[config.mk]
export PLATFORM = sky130hd
export DESIGN_NAME = dual_port_ram_arbiter
export DESIGN_NICKNAME = d
export VERILOG_FILES = /design/src/dpram_arb_pkg.sv /design/src/ack_counter.sv /design/src/dual_port_ram_arbiter.sv
export SDC_FILE = /design/constraint.sdc
export NUM_CORES = 1
export LEC_CHECK = 0
export BUFFER_PORTS_ARGS = -buffer_cell sky130_fd_sc_hd__buf_2
export CAP_MARGIN = 5
export CORE_MARGIN = 2
export CORE_UTILIZATION = 29
export DETAILED_ROUTE_END_ITERATION = 8
export PLACE_DENSITY = 0.57
export SYNTH_ARGS = -nofsm -noshare
export SYNTH_HDL_FRONTEND = slang
export SYNTH_SLANG_ARGS = --single-unit
[constraint.sdc]
create_clock -name clk_i -period 1.8 [get_ports clk_i]
set_input_delay 0.18 -clock clk_i [delete_from_list [all_inputs] [get_ports clk_i]]
set_output_delay 0.18 -clock clk_i [all_outputs]
set_load 0.005 [all_outputs]
[src/dpram_arb_pkg.sv]
package dpram_arb_pkg;
  // ------------------------------------------------------------
  // address map
  // ------------------------------------------------------------
  localparam int ADDR_W = 20;
  localparam int BLOCK_W = 10;
  localparam int BLOCK_SEL_W = ADDR_W - BLOCK_W;
  localparam logic [BLOCK_SEL_W-1:0] CPU_BLOCK_BASE = 10'h003;
  localparam logic [BLOCK_SEL_W-1:0] CPU_BLOCK_EXP = 10'h007;
  // ------------------------------------------------------------
  // acknowledge timing
  // ------------------------------------------------------------
  localparam int ACK_CNT_W = 6;
  localparam logic [ACK_CNT_W-1:0] ACK_COUNT_SHORT = 6'h02;
  localparam logic [ACK_CNT_W-1:0] ACK_COUNT_LONG = 6'h22;
  localparam logic [ACK_CNT_W-1:0] ACK_COUNT_ZERO = 6'h00;
  localparam logic [ACK_CNT_W-1:0] ACK_COUNT_ONE = 6'h01;
  localparam real CLK_MHZ = 18.432;

  typedef enum logic [1:0] {
    ST_IDLE,
    ST_SLAVE,
    ST_LOCAL
  } arb_state_type;
endpackage

[src/ack_counter.sv]
`timescale 1ns/10ps
// ------------------------------------------------------------
// acknowledge delay counter, cleared whenever select drops
// ------------------------------------------------------------
module ack_counter
  import dpram_arb_pkg::*;
(
  // clock and reset
  input wire logic clk_i,
  input wire logic sys_rst_i,
  // control
  input wire logic run_i,
  input wire logic long_i,
  // status
  output logic done_o
);
  logic [ACK_CNT_W-1:0] cnt_q, cnt_d;
  logic done_q, done_d;
  logic [ACK_CNT_W-1:0] limit;

  always_comb begin
    limit = long_i ? ACK_COUNT_LONG : ACK_COUNT_SHORT;
    cnt_d = cnt_q;
    done_d = done_q;
    if (!run_i) begin
      cnt_d = ACK_COUNT_ZERO;
      done_d = 1'b0;
    // done is raised as the count reaches one below the limit so that the registered
    // acknowledge follows on the very next edge, not one edge later
    end else if (cnt_q < (limit - ACK_COUNT_ONE)) begin
      cnt_d = cnt_q + ACK_COUNT_ONE;
    end else begin
      done_d = 1'b1;
    end
  end

  always_ff @(posedge clk_i) begin
    if (sys_rst_i) begin
      cnt_q <= ACK_COUNT_ZERO;
      done_q <= 1'b0;
    end else begin
      cnt_q <= cnt_d;
      done_q <= done_d;
    end
  end

  assign done_o = done_q;
endmodule

[src/dual_port_ram_arbiter.sv]
`timescale 1ns/10ps
module dual_port_ram_arbiter
  import dpram_arb_pkg::*;
(
  // clock and reset
  input wire logic clk_i,
  input wire logic sys_rst_i,
  // configuration
  input wire logic expansion_fitted_i,
  input wire logic long_ack_i,
  input wire logic [BLOCK_SEL_W-1:0] sys_window_block_i,
  // cpu side
  input wire logic [ADDR_W-1:0] cpu_addr_i,
  input wire logic cpu_mem_cmd_n_i,
  input wire logic early_mem_write_n,
  // system bus side
  input wire logic [ADDR_W-1:0] sys_addr_i,
  input wire logic sys_mrdc_n_i,
  input wire logic sys_mwtc_n_i,
  input wire logic sys_inh2_n_i,
  input wire logic own_master_address_drive_n,
  // system bus outputs
  output logic sys_inh1_n_o,
  output logic ack_driver_enable_n_o,
  output logic shared_ram_sys_ack_n_o,
  output logic sys_data_buffer_enable_n_o,
  output logic sys_data_direction_n_o,
  // shared ram and drivers
  output logic slave_address_drive_n_o,
  output logic local_address_drive_n_o,
  output logic shared_ram_select_n_o,
  output logic shared_ram_write_enable_n_o,
  // cpu outputs
  output logic cpu_shared_ram_ack_n_o,
  output logic cpu_window_request_o
);
  // ------------------------------------------------------------
  // window decode
  // ------------------------------------------------------------
  function automatic logic in_block(input logic [ADDR_W-1:0] a,
                                    input logic [BLOCK_SEL_W-1:0] blk);
    in_block = (a[ADDR_W-1:BLOCK_W] == blk);
  endfunction

  logic cpu_window_request;
  logic sys_window_request;
  logic sys_cmd;
  logic ack_done;

  always_comb begin
    cpu_window_request = !cpu_mem_cmd_n_i &&
      in_block(cpu_addr_i, expansion_fitted_i ? CPU_BLOCK_EXP : CPU_BLOCK_BASE);
    sys_cmd = !sys_mrdc_n_i || !sys_mwtc_n_i;
    sys_window_request = sys_cmd && in_block(sys_addr_i, sys_window_block_i)
      && own_master_address_drive_n
      && sys_inh2_n_i;
  end

  // ------------------------------------------------------------
  // arbitration state
  // ------------------------------------------------------------
  arb_state_type state_q, state_d;
  logic pend_q, pend_d;
  logic sel_q, sel_d;
  logic ack_en_q, ack_en_d;
  logic xack_q, xack_d;
  logic dir_q, dir_d;
  logic we_q, we_d;
  logic lack_q, lack_d;
  logic inh1_q, inh1_d;

  always_comb begin
    state_d = state_q;
    pend_d = pend_q;
    sel_d = sel_q;
    ack_en_d = ack_en_q;
    xack_d = 1'b0;
    dir_d = dir_q;
    we_d = 1'b0;
    lack_d = 1'b0;
    inh1_d = sys_window_request;
    // pending flag set by window request, cleared one edge after command removal
    if (sys_window_request) begin
      pend_d = 1'b1;
    end else if (!sys_cmd) begin
      pend_d = 1'b0;
    end
    case (state_q)
      ST_IDLE: begin
        sel_d = 1'b0;
        ack_en_d = 1'b0;
        if (cpu_window_request) begin
          // cpu has priority even with a pending system access
          state_d = ST_LOCAL;
          sel_d = 1'b1;
          lack_d = 1'b1;
          we_d = !early_mem_write_n;
        end else if (pend_q && sys_window_request) begin
          state_d = ST_SLAVE;
          dir_d = !sys_mrdc_n_i;
          we_d = !sys_mwtc_n_i;
        end
      end
      ST_SLAVE: begin
        // cpu requests ignored here: no local ack until idle
        we_d = !sys_mwtc_n_i;
        if (sys_cmd) begin
          sel_d = 1'b1;
          ack_en_d = 1'b1;
          xack_d = sel_q && ack_done;
        end else begin
          ack_en_d = 1'b0;
          if (!pend_q) begin
            state_d = ST_IDLE;
            sel_d = 1'b0;
          end
        end
      end
      ST_LOCAL: begin
        we_d = !early_mem_write_n;
        if (cpu_window_request) begin
          lack_d = 1'b1;
        end else begin
          state_d = ST_IDLE;
          sel_d = 1'b0;
        end
      end
      default: begin
        state_d = ST_IDLE;
      end
    endcase
  end

  always_ff @(posedge clk_i) begin
    if (sys_rst_i) begin
      state_q <= ST_IDLE;
      pend_q <= 1'b0;
      sel_q <= 1'b0;
      ack_en_q <= 1'b0;
      xack_q <= 1'b0;
      dir_q <= 1'b0;
      we_q <= 1'b0;
      lack_q <= 1'b0;
      inh1_q <= 1'b0;
    end else begin
      state_q <= state_d;
      pend_q <= pend_d;
      sel_q <= sel_d;
      ack_en_q <= ack_en_d;
      xack_q <= xack_d;
      dir_q <= dir_d;
      we_q <= we_d;
      lack_q <= lack_d;
      inh1_q <= inh1_d;
    end
  end

  // counter runs on any select, its result only reaches the slave ack
  ack_counter u_ack_counter (
    .clk_i(clk_i),
    .sys_rst_i(sys_rst_i),
    .run_i(sel_q),
    .long_i(long_ack_i),
    .done_o(ack_done)
  );

  // ------------------------------------------------------------
  // outputs from flip-flops, the two address drives decoded from state_q
  // ------------------------------------------------------------
  assign sys_inh1_n_o = !inh1_q;
  assign ack_driver_enable_n_o = !ack_en_q;
  assign shared_ram_sys_ack_n_o = !xack_q;
  assign sys_data_buffer_enable_n_o = !ack_en_q;
  assign sys_data_direction_n_o = !dir_q;
  assign slave_address_drive_n_o = !(state_q == ST_SLAVE);
  assign local_address_drive_n_o = (state_q == ST_SLAVE);
  assign shared_ram_select_n_o = !sel_q;
  assign shared_ram_write_enable_n_o = !we_q;
  assign cpu_shared_ram_ack_n_o = !lack_q;
  assign cpu_window_request_o = lack_q;

  // ------------------------------------------------------------
  // checks
  // ------------------------------------------------------------
  a_no_local_ack_slave: assert property (@(posedge clk_i) disable iff (sys_rst_i)
    (state_q == ST_SLAVE) |-> cpu_shared_ram_ack_n_o)
    else $error("local ack during slave state");
  a_xack_float_local: assert property (@(posedge clk_i) disable iff (sys_rst_i)
    (state_q == ST_LOCAL) |-> ack_driver_enable_n_o && sys_data_buffer_enable_n_o)
    else $error("system drivers on during local access");
  a_slave_entry: assert property (@(posedge clk_i) disable iff (sys_rst_i)
    (state_q == ST_IDLE && pend_q && sys_window_request && !cpu_window_request)
      |=> !slave_address_drive_n_o)
    else $error("slave state not entered");
  a_select_after_entry: assert property (@(posedge clk_i) disable iff (sys_rst_i)
    $fell(slave_address_drive_n_o) && sys_cmd |=> !shared_ram_select_n_o)
    else $error("select late after slave entry");
  a_local_grant: assert property (@(posedge clk_i) disable iff (sys_rst_i)
    (state_q == ST_IDLE && cpu_window_request)
      |=> !shared_ram_select_n_o && !cpu_shared_ram_ack_n_o && slave_address_drive_n_o)
    else $error("local grant wrong");
  a_pending_set: assert property (@(posedge clk_i) disable iff (sys_rst_i)
    sys_window_request |=> pend_q)
    else $error("pending flag not set");
  a_release_order: assert property (@(posedge clk_i) disable iff (sys_rst_i)
    (state_q == ST_SLAVE && !sys_cmd && pend_q) ##1 !sys_cmd |=> state_q == ST_IDLE)
    else $error("slave not released");
  a_inhibit_two: assert property (@(posedge clk_i) disable iff (sys_rst_i)
    !sys_inh2_n_i |=> sys_inh1_n_o)
    else $error("request not inhibited");
endmodule

==> results_dict.tcl <==
set metrics [dict create \
    max-slew-margin-rel 0.592 \
    setup_viol 0 \
    fp.dieH_um 65.0 \
    nets 248 \
    cap_viol_max_count 0 \
    crit_type "reg -> reg" \
    cts_max_level 1 \
    final_area_mm2 0.00146 \
    fin_setup_tns_ns 0 \
    crit_top_cell "nor2_1" \
    ys_types 36 \
    p_leak_nw 0.588 \
    period_minus_slack_ns 1.67 \
    async_reset_ff_frac 0 \
    hold_viol 0 \
    endpoint_kind "register" \
    syn_area_mm2 0.00108 \
    worst_pin_slew_ns 0.607 \
    first_pass_iters 4 \
    worst-path-buf-inv 2 \
    p_switching_uw 180 \
    synth_top_area_share 0.316 \
    path_cells "inv_1 > ha_1 > or4b_4 > a21oi_4 > buf_4 > nor2_1 > a21oi_1 > nor2_1" \
    cts_tree "yes" \
    final_core_utilization 0.405 \
    final_common_cell "buf_2" \
    fin_skew_ns 0.00680 \
    grt_overflow 0 \
    grt_pass1_wl_um 4220 \
    die_area_mm2 0.00422 \
    clkLatencyLatePin_ns 0.25 \
    grt_start_max_net_pins 13 \
    hold_buffers 0 \
    start_util 0.299 \
    yosysSeqAreaShare 0.316 \
    synth_nets 191 \
    p_int_uw 589 \
    power_frac_seq 0.489 \
    fin_cells 228 \
    grt_pass1_vias 998 \
    area_delta_synth_final_pct 35.4 \
    fin_crit_sh 0.926 \
    fp-row-count 22 \
    p_sw_frac 0.234 \
    groute.usage.overall 0.128 \
    run_status "finished, final reports clean" \
    synth_area_leader_cell "dfxtp_1" \
    io_pins 71 \
    yosysWarnings 0 \
    place_area_mm2 0.00140 \
    syn_avg_cell_area_um2 8.70 \
    cpMaxStageDelayCell "or4b_4" \
    arrival_ns 1.81 \
    cts_buffers 3 \
    fillCellCount 385 \
    antenna_cells 0 \
    layout_common_cells "buf_2 (50), dfxtp_1 (17), inv_1 (16)" \
    fmax_mhz 600 \
    syn_inst 124 \
    rsz0062_at_grt "no" \
    ant_nets 0 \
    combPwrFrac 0.134 \
    cts-root-buf "clkbuf_8" \
    cts.sinks 17 \
    num_vias 1030 \
    clockBufferDepth 2 \
    hpwl_um 2050 \
    io_buffers 50 \
    synth_edf_count 0 \
    drive_gt1_frac 0.356 \
    path_clk_slew_ns 0.07 \
    synth.area.top_cells "dfxtp_1 (32%), xnor2_1 (11%), ha_1 (8.1%)" \
    powerDensity_mw_per_mm2 527 \
    post_drt_wl_per_cell_um 10.5 \
    yosys_most_used_dff "dfxtp_1" \
    gp_congestion 0.708 \
    drc 0 \
    cp_max_fo 5 \
    drt_iter0_markers 29 \
    crit_required_ns 1.94 \
    core_area_mm2 0.00361 \
    drv_slew 0 \
    p_clk_frac 0.378 \
    dp.cells 222 \
    cp-start-kind "register" \
    drt-vias-per-instance 4.52 \
    crit_family "simple AND/OR/NAND/NOR gates" \
    whs_ns 0.248 \
    wirelength_um 2390 \
    max_stage_delay_ns 0.47 \
    hp-class "in -> reg" \
    die_w_um 65.0 \
    ir_worst_vdd_uv 187 \
    synth-seq-cells 17 \
    antenna_found_initial 0 \
]
-- state kept, by name, indices dropped and copies added, names as in the netlist --
signal	flops
ack_en_q	1
cpu_window_request_o	1
dir_q	1
inh1_q	1
pend_q	1
sel_q	1
state_q	2
u_ack_counter.cnt_q	6
u_ack_counter.done_o	1
we_q	1
xack_q	1
-- cell families after synthesis --
logic type | Yosys count | synth area share
AO/OA/AOI/OAI | 16 | 0.108
XOR/XNOR | 16 | 0.130
adder cells (fa/ha/maj) | 7 | 0.0812
buffers and inverters | 19 | 0.0696
flip-flops | 17 | 0.316
AND/OR/NAND/NOR | 49 | 0.296
-- worst reg2reg max path, cell delays in order (launching register included) --
cell     delay (ns)
dfxtp_1        0.35
inv_1          0.07
ha_1           0.13
or4b_4         0.47
a21oi_4        0.20
buf_4          0.15
nor2_1         0.03
a21oi_1        0.11
nor2_1         0.05
-- area by class of cell --
type	count	area, um^2	share of cell area
inverters	16	60.1	0.0411
clock buffers	3	41.3	0.0283
well taps	48	60.1	0.0411
flip-flops and latches	17	340	0.233
repair buffers	55	288	0.197
multi-input cells	88	663	0.454
clock inverters	1	7.51	0.00514
-- power groups by stage --
stage,Clock (mW),Sequential (mW),Combinational [mW]
final,0.290,0.376,0.103
after global routing,0.319,0.376,0.114
after CTS,0.303,0.376,0.104
after detailed placement,0,0.385,0.104
after global placement,0,0.385,0.100
after floorplan,0,0.385,0.0454
-- synth_stat cells, drive strengths merged (2+ instances only) --
library cell / count
dfxtp: 17
inv: 16
xnor2: 13
nor2: 12
nand2: 9
ha: 7
a21oi: 5
nand4: 4
nor3: 4
nor4b: 4
nand2b: 3
xor2: 3
a211oi: 2
a311oi: 2
clkbuf: 2
nand3: 2
nor4: 2
o21ai: 2
or3: 2
-- worst paths after layout --
kind / cells after the start / from / slack (ns) / endpoint
hold / removal: 2 / sys_rst_i / 0.25 / inh1_q
hold reg to reg: 2 / u_ack_counter.done_o / 0.45 / xack_q
setup reg to reg: 8 / u_ack_counter.cnt_q[0] / 0.13 / u_ack_counter.cnt_q[1]
setup / recovery: 8 / u_ack_counter.cnt_q[0] / 0.13 / u_ack_counter.cnt_q[1]
-- stage by stage --
stage               worst slack [ns]  power (mW)
floorplan                      0.209       0.430
global placement               0.123       0.485
detailed placement            0.0964       0.489
CTS                           0.0711       0.783
global route                  0.0148       0.809
finish                         0.133       0.769
-- repair_timing --
item                                    CTS  global route
buffers inserted                          0             2
gates resized for setup                   0             0
endpoints found under the setup margin    0             1
-- routing by layer --
layer | vias up | wire (um) | global-route usage
li1 | 538 | - | -
met1 | 447 | 979 | 0.138
met2 | 43 | 1210 | 0.240
met3 | 2 | 183 | 0.0365
met4 | 0 | 18 | 0.0399
met5 | - | 0 | 0
No activity file was read; power rests on OpenSTA's default activity.
